File: src/hw/bdm_pkg.sv
package bdm_pkg;

  // Special function register map
  localparam logic [7:0] ADDR_PORT_ZERO = 8'h00;
  localparam logic [7:0] ADDR_PTR_ZERO = 8'h01;
  localparam logic [7:0] ADDR_PORT_ONE = 8'h02;
  localparam logic [7:0] ADDR_PTR_ONE = 8'h03;
  localparam logic [7:0] ADDR_BANK_SEL = 8'h04;
  localparam logic [7:0] ADDR_ACCUM = 8'h05;
  localparam logic [7:0] ADDR_PC_LOW = 8'h06;
  localparam logic [7:0] ADDR_TBL_HIGH = 8'h07;
  localparam logic [7:0] ADDR_EE_CTRL = 8'h40;
  localparam logic [7:0] ADDR_GP_LO = 8'h80;
  localparam logic [7:0] ADDR_GP_HI = 8'hbf;

  // Bank select field
  localparam int BANK_SEL_BIT = 0;
  localparam logic BANK_RESET = 1'b0;
  localparam logic [7:0] BYTE_ZERO = 8'h00;
  localparam logic [7:0] INC_STEP = 8'h01;
  localparam logic [7:0] BIT_ONE = 8'h01;

  // General purpose RAM: two banks of 64 bytes
  localparam int RAM_AW = 7;
  localparam int RAM_DEPTH = 128;

  typedef enum logic [1:0] {
    ST_IDLE = 2'b01,
    ST_RMW = 2'b10
  } bdm_state_e;

  typedef enum logic [2:0] {
    OP_READ = 3'h0,
    OP_WRITE = 3'h1,
    OP_BSET = 3'h2,
    OP_BCLR = 3'h3,
    OP_INC = 3'h4,
    OP_TBLRD = 3'h5
  } bdm_op_e;

  typedef struct packed {
    logic valid;
    bdm_op_e op;
    logic [7:0] addr;
    logic [2:0] bit_idx;
    logic [15:0] tbl_word;
  } bdm_req_s;

  typedef struct packed {
    logic done;
    logic [7:0] rdata;
  } bdm_rsp_s;

  typedef struct packed {
    logic jump;
    logic [7:0] low;
    logic dummy;
  } bdm_jump_s;

  typedef struct packed {
    logic is_ram;
    logic is_null;
    logic is_ee_ctrl;
    logic bank;
    logic [7:0] addr;
  } bdm_tgt_s;

endpackage

File: src/hw/bdm_core.sv
`timescale 1ns/1ps
`default_nettype none

// Function
// - Unused special addresses read as zero
// - Indirect ports access the pointed location
// - Pair zero bank 0; pair one selected bank
// - Pointer at port: read zero, write ignored
// - Direct accesses always reach bank 0
// - Bank select bit 0 chooses bank
// - Reset clears bank except idle watchdog reset
// - Special registers identical in both banks except 40H
// - Bank select upper seven bits read zero
// - Program counter low write jumps in page
// - Program counter jump adds one dummy cycle
// - Table read high byte into table register
// - Bit set or clear any location
// - Memory moves pass through the accumulator
// - Accumulator takes all ALU results
// - Pointers readable, writable, incrementable registers
// - EEPROM control only at 40H bank 1
// - Special registers low, general RAM above
module bdm_core (
  input wire logic clk_sys,
  input wire logic sys_rst,
  input wire bdm_pkg::bdm_req_s req,
  output logic req_ready,
  output bdm_pkg::bdm_rsp_s rsp,
  input wire logic alu_we,
  input wire logic [7:0] alu_result,
  input wire logic [7:0] pc_low_now,
  output bdm_pkg::bdm_jump_s pc_jump,
  input wire logic core_rst,
  input wire logic wdt_idle_rst,
  input wire logic [7:0] ee_ctrl_rdata,
  output logic ee_ctrl_we,
  output logic [7:0] ee_ctrl_wdata,
  output logic [7:0] accumulator_reg,
  output logic [7:0] table_high_byte,
  output logic bank_select_bit
);

  typedef struct packed {
    bdm_pkg::bdm_state_e st;
    logic bank;
    logic [7:0] ptr0;
    logic [7:0] ptr1;
    logic [7:0] accum;
    logic [7:0] tbl_high;
    bdm_pkg::bdm_tgt_s tgt;
    bdm_pkg::bdm_op_e op;
    logic [2:0] bit_idx;
    logic [7:0] hold;
    logic done;
    logic [7:0] rdata;
    logic jump;
    logic [7:0] jump_low;
    logic dummy;
    logic ee_we;
    logic [7:0] ee_wdata;
  } bdm_core_s;

  bdm_core_s s_r;
  bdm_core_s s_nxt;
  bdm_pkg::bdm_tgt_s tgt;
  bdm_pkg::bdm_tgt_s wr_tgt;
  logic accept;
  logic wr_en;
  logic [7:0] wr_data;
  logic [7:0] rmw_val;
  logic ram_we;
  logic [bdm_pkg::RAM_AW-1:0] ram_waddr;
  logic [bdm_pkg::RAM_AW-1:0] ram_raddr;
  logic [7:0] ram_q;

  function automatic logic is_port(input logic [7:0] a);
    is_port = (a == bdm_pkg::ADDR_PORT_ZERO) || (a == bdm_pkg::ADDR_PORT_ONE);
  endfunction

  function automatic logic [bdm_pkg::RAM_AW-1:0] ram_index(
    input bdm_pkg::bdm_tgt_s t
  );
    ram_index = {t.bank, t.addr[5:0]};
  endfunction

  // Maps a bus address to the location really reached
  function automatic bdm_pkg::bdm_tgt_s resolve(
    input logic [7:0] a,
    input logic [7:0] p0,
    input logic [7:0] p1,
    input logic bk
  );
    bdm_pkg::bdm_tgt_s t;
    t.bank = 1'b0;
    t.addr = a;
    t.is_null = 1'b0;
    if (a == bdm_pkg::ADDR_PORT_ZERO)
    begin
      t.addr = p0;
    end
    else if (a == bdm_pkg::ADDR_PORT_ONE)
    begin
      t.addr = p1;
      t.bank = bk;
    end
    if (is_port(a) && is_port(t.addr))
    begin
      t.is_null = 1'b1;
    end
    t.is_ram = !t.is_null && (t.addr >= bdm_pkg::ADDR_GP_LO) &&
               (t.addr <= bdm_pkg::ADDR_GP_HI);
    t.is_ee_ctrl = !t.is_null && t.bank && (t.addr == bdm_pkg::ADDR_EE_CTRL);
    resolve = t;
  endfunction

  // Special register read; banks share one decode
  function automatic logic [7:0] sfr_read(
    input bdm_pkg::bdm_tgt_s t,
    input bdm_core_s s,
    input logic [7:0] pc_lo,
    input logic [7:0] ee
  );
    sfr_read = bdm_pkg::BYTE_ZERO;
    if (t.is_ee_ctrl)
    begin
      sfr_read = ee;
    end
    else if (!t.is_null && !t.is_ram)
    begin
      if (t.addr == bdm_pkg::ADDR_PTR_ZERO)
      begin
        sfr_read = s.ptr0;
      end
      else if (t.addr == bdm_pkg::ADDR_PTR_ONE)
      begin
        sfr_read = s.ptr1;
      end
      else if (t.addr == bdm_pkg::ADDR_BANK_SEL)
      begin
        sfr_read = {7'h00, s.bank};
      end
      else if (t.addr == bdm_pkg::ADDR_ACCUM)
      begin
        sfr_read = s.accum;
      end
      else if (t.addr == bdm_pkg::ADDR_PC_LOW)
      begin
        sfr_read = pc_lo;
      end
      else if (t.addr == bdm_pkg::ADDR_TBL_HIGH)
      begin
        sfr_read = s.tbl_high;
      end
      else
      begin
        sfr_read = bdm_pkg::BYTE_ZERO;
      end
    end
  endfunction

  assign req_ready = (s_r.st == bdm_pkg::ST_IDLE);
  assign accept = req.valid && req_ready;
  assign tgt = resolve(req.addr, s_r.ptr0, s_r.ptr1, s_r.bank);
  assign rmw_val = s_r.tgt.is_ram ? ram_q : s_r.hold;

  always_comb
  begin
    s_nxt = s_r;
    s_nxt.done = 1'b0;
    s_nxt.jump = 1'b0;
    s_nxt.ee_we = 1'b0;
    s_nxt.dummy = s_r.jump;
    wr_en = 1'b0;
    wr_data = s_r.accum;
    wr_tgt = tgt;
    ram_raddr = ram_index(tgt);
    ram_we = 1'b0;
    ram_waddr = ram_index(tgt);
    case (s_r.st)
      bdm_pkg::ST_IDLE:
      begin
        if (accept)
        begin
          s_nxt.tgt = tgt;
          s_nxt.op = req.op;
          s_nxt.bit_idx = req.bit_idx;
          s_nxt.hold = sfr_read(tgt, s_r, pc_low_now, ee_ctrl_rdata);
          if (req.op == bdm_pkg::OP_WRITE)
          begin
            wr_en = 1'b1;
            wr_data = s_r.accum;
            s_nxt.done = 1'b1;
            s_nxt.rdata = s_r.accum;
          end
          else if (req.op == bdm_pkg::OP_TBLRD)
          begin
            // low to target, high to table register
            wr_en = 1'b1;
            wr_data = req.tbl_word[7:0];
            s_nxt.tbl_high = req.tbl_word[15:8];
            s_nxt.done = 1'b1;
            s_nxt.rdata = req.tbl_word[7:0];
          end
          else
          begin
            s_nxt.st = bdm_pkg::ST_RMW;
          end
        end
      end
      bdm_pkg::ST_RMW:
      begin
        wr_tgt = s_r.tgt;
        ram_waddr = ram_index(s_r.tgt);
        s_nxt.st = bdm_pkg::ST_IDLE;
        s_nxt.done = 1'b1;
        s_nxt.rdata = rmw_val;
        case (s_r.op)
          bdm_pkg::OP_BSET:
          begin
            wr_en = 1'b1;
            wr_data = rmw_val | (bdm_pkg::BIT_ONE << s_r.bit_idx);
          end
          bdm_pkg::OP_BCLR:
          begin
            wr_en = 1'b1;
            wr_data = rmw_val & ~(bdm_pkg::BIT_ONE << s_r.bit_idx);
          end
          bdm_pkg::OP_INC:
          begin
            wr_en = 1'b1;
            wr_data = rmw_val + bdm_pkg::INC_STEP;
          end
          default:
          begin
            s_nxt.accum = rmw_val;
          end
        endcase
        s_nxt.rdata = wr_en ? wr_data : rmw_val;
      end
      default:
      begin
        s_nxt.st = bdm_pkg::ST_IDLE;
      end
    endcase
    // writes to a null target vanish
    if (wr_en && !wr_tgt.is_null)
    begin
      if (wr_tgt.is_ram)
      begin
        ram_we = 1'b1;
      end
      else if (wr_tgt.is_ee_ctrl)
      begin
        s_nxt.ee_we = 1'b1;
        s_nxt.ee_wdata = wr_data;
      end
      else if (wr_tgt.addr == bdm_pkg::ADDR_PTR_ZERO)
      begin
        s_nxt.ptr0 = wr_data;
      end
      else if (wr_tgt.addr == bdm_pkg::ADDR_PTR_ONE)
      begin
        s_nxt.ptr1 = wr_data;
      end
      else if (wr_tgt.addr == bdm_pkg::ADDR_BANK_SEL)
      begin
        s_nxt.bank = wr_data[bdm_pkg::BANK_SEL_BIT];
      end
      else if (wr_tgt.addr == bdm_pkg::ADDR_ACCUM)
      begin
        s_nxt.accum = wr_data;
      end
      else if (wr_tgt.addr == bdm_pkg::ADDR_PC_LOW)
      begin
        s_nxt.jump = 1'b1;
        s_nxt.jump_low = wr_data;
      end
      // table register and unused ignore writes
    end
    if (alu_we)
    begin
      s_nxt.accum = alu_result;
    end
    if (core_rst && !wdt_idle_rst)
    begin
      s_nxt.bank = bdm_pkg::BANK_RESET;
    end
  end

  always_ff @(posedge clk_sys or posedge sys_rst)
  begin
    if (sys_rst)
    begin
      s_r <= '0;
      s_r.st <= bdm_pkg::ST_IDLE;
      s_r.op <= bdm_pkg::OP_READ;
      s_r.bank <= bdm_pkg::BANK_RESET;
    end
    else
    begin
      s_r <= s_nxt;
    end
  end

  // Synchronous read keeps RAM inference clean at one extra cycle
  bdm_ram u_ram (
    .clk_sys(clk_sys),
    .we(ram_we),
    .waddr(ram_waddr),
    .wdata(wr_data),
    .raddr(ram_raddr),
    .rdata(ram_q)
  );

  assign rsp.done = s_r.done;
  assign rsp.rdata = s_r.rdata;
  assign pc_jump.jump = s_r.jump;
  assign pc_jump.low = s_r.jump_low;
  assign pc_jump.dummy = s_r.dummy;
  assign ee_ctrl_we = s_r.ee_we;
  assign ee_ctrl_wdata = s_r.ee_wdata;
  assign accumulator_reg = s_r.accum;
  assign table_high_byte = s_r.tbl_high;
  assign bank_select_bit = s_r.bank;

  a_direct_bank_zero: assert property (
    @(posedge clk_sys) disable iff (sys_rst)
    accept && !is_port(req.addr) |-> !tgt.bank && tgt.addr == req.addr)
    else $error("direct access left bank 0");

  a_port_zero_bank: assert property (
    @(posedge clk_sys) disable iff (sys_rst)
    accept && req.addr == bdm_pkg::ADDR_PORT_ZERO |-> !tgt.bank
      && tgt.addr == s_r.ptr0)
    else $error("first pair not in bank 0");

  a_null_reads_zero: assert property (
    @(posedge clk_sys) disable iff (sys_rst)
    accept && req.op == bdm_pkg::OP_READ && tgt.is_null
      |=> ##1 rsp.done && rsp.rdata == bdm_pkg::BYTE_ZERO)
    else $error("null indirect read not zero");

  a_bank_reset: assert property (
    @(posedge clk_sys) disable iff (sys_rst)
    core_rst && !wdt_idle_rst |=> !bank_select_bit)
    else $error("bank not cleared by reset");

  a_bank_wdt_keep: assert property (
    @(posedge clk_sys) disable iff (sys_rst)
    core_rst && wdt_idle_rst && !accept && s_r.st == bdm_pkg::ST_IDLE
      |=> $stable(bank_select_bit))
    else $error("watchdog idle reset moved bank");

  a_jump_dummy: assert property (
    @(posedge clk_sys) disable iff (sys_rst)
    pc_jump.jump |=> pc_jump.dummy && !pc_jump.jump ##1 !pc_jump.dummy)
    else $error("dummy cycle missing after jump");

  a_jump_low: assert property (
    @(posedge clk_sys) disable iff (sys_rst)
    accept && req.op == bdm_pkg::OP_WRITE && req.addr == bdm_pkg::ADDR_PC_LOW
      |=> pc_jump.jump && pc_jump.low == $past(accumulator_reg))
    else $error("low program counter write no jump");

  a_table_high: assert property (
    @(posedge clk_sys) disable iff (sys_rst)
    accept && req.op == bdm_pkg::OP_TBLRD
      |=> table_high_byte == $past(req.tbl_word[15:8]) && rsp.done)
    else $error("table high byte not captured");

  a_alu_acc: assert property (
    @(posedge clk_sys) disable iff (sys_rst)
    alu_we |=> accumulator_reg == $past(alu_result))
    else $error("ALU result lost");

  a_bp_upper_zero: assert property (
    @(posedge clk_sys) disable iff (sys_rst)
    accept && req.op == bdm_pkg::OP_READ && req.addr == bdm_pkg::ADDR_BANK_SEL
      && !alu_we ##1 !alu_we |=> accumulator_reg[7:1] == 7'h00)
    else $error("bank select upper bits not zero");

endmodule

`default_nettype wire

File: src/hw/bdm_ram.sv
`timescale 1ns/1ps
`default_nettype none

module bdm_ram (
  input wire logic clk_sys,
  input wire logic we,
  input wire logic [bdm_pkg::RAM_AW-1:0] waddr,
  input wire logic [7:0] wdata,
  input wire logic [bdm_pkg::RAM_AW-1:0] raddr,
  output logic [7:0] rdata
);

  logic [7:0] mem [0:bdm_pkg::RAM_DEPTH-1];

  // No reset: contents are volatile and undefined at power up
  always_ff @(posedge clk_sys)
  begin
    if (we)
    begin
      mem[waddr] <= wdata;
    end
    rdata <= mem[raddr];
  end

endmodule

`default_nettype wire

File: config.mk
export PLATFORM = sky130hd
export DESIGN_NAME = bdm_core
export DESIGN_NICKNAME = d
export VERILOG_FILES = /design/src/hw/bdm_pkg.sv /design/src/hw/bdm_core.sv /design/src/hw/bdm_ram.sv
export SDC_FILE = /design/constraint.sdc
export NUM_CORES = 1
export LEC_CHECK = 0
export BUFFER_PORTS_ARGS = -buffer_cell sky130_fd_sc_hd__buf_2
export CORE_MARGIN = 2
export CORE_UTILIZATION = 45
export CTS_CLUSTER_DIAMETER = 200
export DETAILED_ROUTE_END_ITERATION = 10
export SETUP_SLACK_MARGIN = 0.1
export SYNTH_ARGS = -nofsm -noshare
export SYNTH_HDL_FRONTEND = slang
export SYNTH_SLANG_ARGS = --single-unit
File: constraint.sdc
create_clock -name clk_sys -period 5.97 [get_ports clk_sys]
set_input_delay 0.2985 -clock clk_sys [delete_from_list [all_inputs] [get_ports clk_sys]]
set_output_delay 0.2985 -clock clk_sys [all_outputs]
set_load 0.02 [all_outputs]
==> summary.txt, run 1 <==
Yosys top cell area share: 0.6686
Nets: 3034
CP endpoint kind: flip-flop
htree depth: 3
Cell Area, Synth: 0.04599 mm^2
Post-synth EDFFs: 1024
share of post-route cells with drive strength above 1: 0.1947
Largest register FFs: 1024
maximum vdd drop: 0.5071 mV
startpoint class of the critical path: flip-flop
first-pass GRT wire length: 190600 um
die area: 0.1048 mm^2
final slew viol count: 0
die height: 323.7 um
min cycle time layout: 4.744 ns
status: completed
Starting Density: 0.4527
Clock Pin Slew Worst Setup and Hold Paths: 0.07 ns
worst r2r path cells: 10
Cell Pwr Density: 409.9 mW/mm^2
DRC errors left: 0
highest clock rate: 210.8 MHz
Post-DRT Antenna Nets: 0
DR vias: 27120
vias in the first global route: 26360
crit path DAT: 5.31 ns
cell family with most CP delay: simple AND/OR/NAND/NOR gates
maxcap violations: 0
largest family of logic cells by synthesized area: multiplexers
Clock Skews: 0.02696 ns
largest net degree at the start of global routing: 129
TritonCTS clock tree: yes
sequential-to-total area share from yosys stat: 0.7206
Tot GR Track Use: 0.2520
final worst-path cycle share: 0.7947
Worst-Margin Slew: 1.250 ns
Worst Setup Slack, final: 1.226 ns
Critical Path Fanout Max: 51
syn avg cell area: 16.28 um^2
Slew Limit Headroom: 0.1626
post-synthesis mux area share: 0.1161
CP max stage delay: 0.90 ns
Yosys warnings: 0
root buffer cell: clkbuf_16
r2r startpoint: s_r[39]$_DFFE_PP0P_
total iterations of the first detailed-routing run: 6
Rows: 117
Crit Path Category: flip-flop to flip-flop
critical path cell sequence: nor3b_1, nor2_1, nand2_1, nand2b_1, o31ai_1, o21ai_4, buf_4, mux2_1, mux2_2, dlygate4sd3_1
reg2reg setup slack: 1.23 ns
final WL: 132200 um
flops & latches, synth: 1121
clock sink total: 1121
post-route insts no fill: 4440
HPWL Detailed: 83040 um
Top Ports: 106
fillers: 8254
total gr overflow: 0
Skew-Pair Late Insertion Delay: 0.70 ns
post-synthesis xor/xnor area fraction: 0.0005714
Placeable Area: 0.1016 mm^2
worst hold stages: 4
synth-to-layout area growth: 13.23%
Worst EP required: 6.54 ns
dominant cells by area after synthesis: edfxtp_1 67%, mux4_2 8.3%, dfrtp_1 4.8%
# placed instances: 4184
fraction of registers with async set/reset: 0.07939
Syn Nets: 2887
initial antenna violation count: 4
number of DRC markers in iteration 0: 3626
total power: 21.34 mW
Final setup viols: 0
R2R Path End: accumulator_reg[5]$_DFF_PP0_
Post-Synth Adder-Cell Area: 0.0008162
Min-Delay Endpoint: bank_select_bit$_DFFE_PP0P_
setup TNS: 0 ns
Top FF cell, synth: edfxtp_1
Final Hold Viols: 0
count of cell types in the netlist: 90
post-CTS sizing: 0
Die W: 323.7 um
Yosys top cell by area: edfxtp_1
DR WL/cell: 29.78 um
Compound-Gate Fraction of Synth Area: 0.05986
Gate Count Post-Synth: 2824
maximum clock path buffer count: 3
hold_sp: wdt_idle_rst
Leak Pwr: 17.54 nW
I/O Buffers: 105
buffers plus inverters on the worst setup path: 2
RSZ-0062 raised after global routing: false
Largest Register: u_ram.mem
Hold Path Class: input pin to flip-flop
Slowest cell on crit path: nor3b_1
final weighted congestion in routability-driven placement: 0.8998
Place WS: 1.154 ns
Vias/cell: 6.109
Num CTS Buffers: 112
post-synthesis simple-gate area fraction: 0.07330
worst register-to-register path, stage by stage (launching register included):
cell and delay, ns:
dfrtp_1 0.51, nor3b_1 0.90, nor2_1 0.30, nand2_1 0.51, nand2b_1 0.24, o31ai_1 0.42, o21ai_4 0.20, buf_4 0.35
mux2_1 0.40, mux2_2 0.26, dlygate4sd3_1 0.55
cells by family (layout without fill, tap and decap cells):
group | count (synthesis) | count (layout)
DFF | 1121 | 1121
and+or+nand+nor | 763 | 763
AOI/OAI and AO/OA | 403 | 403
muxes | 317 | 317
buffers and inverters | 214 | 461
adders and majority gates | 3 | 3
xor gates and xnor gates | 3 | 3
other | 0 | 1
cell type report:
type                    instances  area [um^2]  share of cell area
flip-flops and latches       1121        33140              0.6364
multi-input cells            1489        11670              0.2242
clock buffers                 156         3142             0.06033
well taps                    1368         1712             0.03287
repair buffers                230         1664             0.03196
clock inverters                58        670.6             0.01288
inverters                      17        71.32            0.001370
diodes                          1        2.502          0.00004806
where the power goes:
part,switching (mW),internal (mW)
Combinational,3.01,0.759
Clock,2.98,4.21
Sequential,0.189,10.2
placed cells by master (no fill, tap or decap), types with 9 or more instances in the layout:
cell type	instances
a21oi_1	96
a22oi_1	71
a311oi_1	9
a31oi_1	25
and3_1	23
buf_2	106
buf_4	75
bufinv_16	12
clkbuf_1	30
clkbuf_16	115
clkbuf_8	11
clkinv_1	11
clkinv_2	20
dfrtp_1	88
dlygate4sd3_1	41
edfxtp_1	1024
inv_1	14
mux2_1	28
mux2_2	15
mux2i_1	105
mux4_2	169
nand2_1	349
nand2b_1	14
nand3_1	97
nor2_1	191
nor3_1	16
o211ai_1	10
o21ai_0	51
o22ai_1	20
o31ai_1	14
Yosys cell counts (9+ instances only):
cell and instances:
edfxtp_1 1024, nand2_1 354, nor2_1 194, mux4_2 169, mux2i_1 105, nand3_1 97
a21oi_1 96, dfrtp_1 88, clkbuf_1 72, a22oi_1 71, buf_4 60, o21ai_0 51
buf_2 33, mux2_1 28, a31oi_1 25, and3_1 23, o22ai_1 20, inv_1 17
nor3_1 16, mux2_2 15, buf_6 14, nand2b_1 14, o31ai_1 14, o21ai_1 11
o211ai_1 10, a211oi_1 9, a311oi_1 9, buf_1 9, buf_12 9
per-stage QoR:
stage | hold slack, ns | util | instance area (um^2)
floorplan | 0.3548 | - | 46010
global placement | 0.2557 | 0.4709 | 47840
detailed placement | 0.2620 | 0.4710 | 47850
CTS | 0.01000 | 0.5125 | 52070
global route | 0.06259 | 0.5125 | 52070
finish | 0.05615 | 0.5126 | 52070
worst max-delay path by stage:
stage / endpoint / cells after the start / startpoint
after floorplan: u_ram.mem[0][5]$_DFFE_PP_ / 8 / s_r[87]$_DFFE_PP1P_
after global placement: u_ram.rdata[7]$_DFF_P_ / 11 / req[23]
after detailed placement: u_ram.rdata[1]$_DFF_P_ / 11 / req[23]
after CTS: accumulator_reg[5]$_DFF_PP0_ / 10 / s_r[39]$_DFFE_PP0P_
after global routing: accumulator_reg[5]$_DFF_PP0_ / 10 / s_r[39]$_DFFE_PP0P_
final: accumulator_reg[5]$_DFF_PP0_ / 10 / s_r[39]$_DFFE_PP0P_
what timing repair did:
item | 4_1_cts | 5_1_grt
hold buffers | 41 | 0
hold endpoints to repair | 50 | 0
endpoints found under the setup margin | 0 | 0
buffers inserted | 0 | 0
routing by layer:
metal	vias to the layer above	global-route usage	wire length, um
met4	6	0.08014	4208
met1	14010	0.3588	54410
met5	-	0	36
li1	11330	-	-
met3	222	0.05095	12470
met2	1553	0.3918	61100
No activity file was read; power rests on OpenSTA's default activity.
==> run 2, diff against run 1 <==
- ABC_AREA: unset -> 1
- clock period: 5.97 -> 4.1 ns (I/O delays scaled with it)
==> run 2 against run 1 <==
Net effect: total power grew 60%; design area is 7.0% higher; flip-flop and latch count unchanged; largest power group unchanged; area after synthesis up 6.4%; critical endpoint is now u_ram.mem[81][7]$_DFFE_PP_; clock skew is 0.0044 ns higher; via count is 30% higher; global-route usage is 0.37 points higher.
==> summary.txt, run 2 <==
status: completed
share of post-route cells with drive strength above 1: 0.08845 (-0.1063)
total power: 34.24 mW (+60%)
vias in the first global route: 33720 (+28%)
Leak Pwr: 22.47 nW (+28%)
total iterations of the first detailed-routing run: 6 (unchanged)
die height: 333.8 um (+3.1%)
RSZ-0062 raised after global routing: false
HPWL Detailed: 88780 um (+6.9%)
DR WL/cell: 22.06 um (-26%)
final WL: 144200 um (+9.1%)
dominant cells by area after synthesis: edfxtp_1 63%, nand2_1 18%, dfrtp_1 4.5%
most frequent cells in the layout: 2356 x nand2_1, 1024 x edfxtp_1, 307 x nor2_1, 286 x nand3_1, 153 x inv_1
TritonCTS clock tree: yes
setup TNS: 0 ns (unchanged)
first-pass GRT wire length: 214300 um (+12%)
Vias/cell: 5.401 (-12%)
CP endpoint kind: flip-flop
GR Util met1: 0.3546 (-0.004178)
# placed instances: 6256 (+50%)
Die W: 333.8 um (+3.1%)
number of DRC markers in iteration 0: 3492 (-3.7%)
Syn Nets: 4980 (+72%)
Hold Path Class: input pin to flip-flop
htree depth: 3 (unchanged)
Skew-Pair Late Insertion Delay: 0.72 ns (+0.02 ns)
Post-synth EDFFs: 1024 (unchanged)
Yosys top cell area share: 0.6283 (-0.04036)
I/O Buffers: 105 (unchanged)
Finished Core Util: 0.5182 (+0.005630)
min cycle time layout: 3.929 ns (-0.8155 ns)
Yosys warnings: 0 (unchanged)
fraction of registers with async set/reset: 0.07939 (unchanged)
sw power: 11.05 mW (+79%)
sequential-to-total area share from yosys stat: 0.6771 (-0.04349)
synth-to-layout area growth: 13.82%
crit path DAT: 4.24 ns (-1.07 ns)
Final Hold Viols: 0 (unchanged)
most common cell after layout, fill and taps aside: nand2_1
Worst EP required: 4.42 ns (-2.12 ns)
Rows: 120 (+2.6%)
worst r2r path cells: 7 (-3)
Largest register FFs: 1024 (unchanged)
Final setup viols: 0 (unchanged)
Top Ports: 106 (unchanged)
count of cell types in the netlist: 49 (-46%)
most common cell in the netlist: nand2_1
maximum clock path buffer count: 3 (unchanged)
cell family with most CP delay: simple AND/OR/NAND/NOR gates
GR peak layer: met2
total gr overflow: 0 (unchanged)
startpoint class of the critical path: flip-flop
final worst-path cycle share: 0.9582 (+0.1635)
clock sink total: 1121 (unchanged)
root buffer cell: clkbuf_16
flops & latches, synth: 1121 (unchanged)
ANT cells: 0 (-1)
Place WS: 0.3384 ns (-0.8154 ns)
die area: 0.1114 mm^2 (+6.3%)
CP max stage delay: 0.83 ns (-0.07 ns)
Post-CTS Setup Inserts: 0 (unchanged)
worst hold stages: 5 (+1)
Worst Setup Slack, final: 0.1714 ns (-1.054 ns)
fillers: 9555 (+16%)
Sw Ratio: 0.3227 (+0.03287)
Gate Count Post-Synth: 4917 (+74%)
Cell Area, Synth: 0.04894 mm^2 (+6.4%)
maxcap violations: 0 (unchanged)
Tot GR Track Use: 0.2557 (+0.003741)
final weighted congestion in routability-driven placement: 0.9503 (+5.6%)
syn avg cell area: 9.954 um^2 (-39%)
sequential power share: 0.469 (-0.017)
commonest cells in the netlist: 2359 x nand2_1, 1024 x edfxtp_1, 313 x nor2_1, 289 x nand3_1, 163 x inv_1
maximum vdd drop: 0.9216 mV (+82%)
Comb power frac: 0.230 (+0.053)
Clock Pin Slew Worst Setup and Hold Paths: 0.06 ns (about the same)
Slew Limit Headroom: 0.2379 (+0.07530)
largest net degree at the start of global routing: 143 (+11%)
Largest Register: u_ram.mem
Num CTS Buffers: 115 (+2.7%)
highest clock rate: 254.5 MHz (+21%)
GR Layer Usage met2: 0.4118 (+0.02000)
Yosys top cell by area: edfxtp_1
register area: 0.03314 mm^2 (unchanged)
post-route insts no fill: 6536 (+47%)
M3 GR Usage: 0.03873 (-0.01221)
Placeable Area: 0.1075 mm^2 (+5.8%)
Cell Pwr Density: 614.7 mW/mm^2 (+50%)
Worst-Margin Slew: 1.143 ns (-0.1071 ns)
Int Power: 23.19 mW (+53%)
buffers plus inverters on the worst setup path: 2 (unchanged)
DRC errors left: 0 (unchanged)
critical path cell sequence: inv_1, ha_1, inv_1, o21ai_0, nor2_1, nand2_1, nor2_1
Critical Path Fanout Max: 11 (-78%)
final slew viol count: 0 (unchanged)
initial antenna violation count: 0 (-4)
Crit Path Category: flip-flop to flip-flop
cell count along the critical path: 7 (-3)
Post-DRT Antenna Nets: 0 (unchanged)
clock power share: 0.300 (-0.037)
Starting Density: 0.4553 (+0.002602)
Top FF cell, synth: edfxtp_1
Slowest cell on crit path: nor2_1
DR vias: 35300 (+30%)
Nets: 5097 (+68%)
Clock Skews: 0.03139 ns (+0.004433 ns)
multi-input gate area in the final layout: 0.01392 mm^2 (+19%)
==> run 2: cell types whose count changed in the layout (fill, tap and decap cells not counted), sizes merged, moves of 43 or more <==
| cell | delta |
|---|---|
| mux2i | -105 |
| nand3 | +196 |
| mux2 | -43 |
| nand4 | +138 |
| a21oi | -46 |
| inv | +155 |
| a22oi | -69 |
| nand2 | +2004 |
| nor2 | +130 |
| mux4 | -169 |
==> run 2: path summary, 6_finish.rpt <==
| check | from | endpoint | slack (ns) |
|---|---|---|---|
| worst max-delay path | s_r[87]$_DFFE_PP1P_ | u_ram.mem[81][7]$_DFFE_PP_ | 0.17 |
| max in group asynchronous | sys_rst | s_r[82]$_DFFE_PP0P_ | 2.63 |
| worst min-delay path | req[30] | s_r[40]$_DFFE_PP0P_ | 0.06 |
| worst min register to register | pc_jump[9]$_DFF_PP0_ | pc_jump[0]$_DFF_PP0_ | 0.38 |
| min in group asynchronous | sys_rst | pc_jump[8]$_DFFE_PP0P_ | 0.58 |
| worst max register to register | s_r[87]$_DFFE_PP1P_ | u_ram.mem[81][7]$_DFFE_PP_ | 0.17 |
==> run 2: cell families after synthesis <==
logic type,Yosys count,synth area share
AOI/OAI and AO/OA,181,0.02122
buffers and inverters,468,0.04088
DFF,1121,0.6771
adders and majority gates,3,0.0007670
and+or+nand+nor,3144,0.2600
==> run 2: worst min-delay path: cells and delay by family <==
kind / cells / cell delay [ns]
buffers and inverters: 2 / 0.34
and+or+nand+nor: 3 / 0.19
==> run 2: final cells by class <==
class / instances / share of cell area
Sequential cell: 1121 / 0.5949
Multi-Input combinational cell: 3328 / 0.2499
Clock buffer: 138 / 0.05359
Timing Repair Buffer: 293 / 0.04506
Tap cell: 1403 / 0.03151
Clock inverter: 78 / 0.01274
Inverter: 175 / 0.01229
==> run 2: layer usage <==
metal / wire [um] / vias to the layer above
met2: 66720 / 1397
met4: 4837 / 0
met1: 61940 / 17060
li1: - / 16600
met5: 0 / -
met3: 10730 / 246
==> run 2: power groups by stage <==
stage                     Combinational [mW]  Clock (mW)  Sequential (mW)
after floorplan                         3.63           0             16.5
after global placement                  7.76           0             16.3
after detailed placement                7.84           0             16.3
after CTS                               7.90        10.4             16.1
after global routing                    8.39        10.8             16.1
final                                   7.89        10.3             16.1
==> run 2: repair_timing <==
item | in CTS | in global routing
resized for setup | 0 | 0
hold buffers | 64 | 0
endpoints found under the hold margin | 133 | 0
==> run 2: through the flow <==
stage | area (um^2) | hold WS, ns
after CTS | 55710 | 0.006404
after global routing | 55710 | 0.07366
after floorplan | 48990 | 0.3146
after detailed placement | 51370 | 0.1996
final | 55710 | 0.06489
after global placement | 51370 | 0.2005
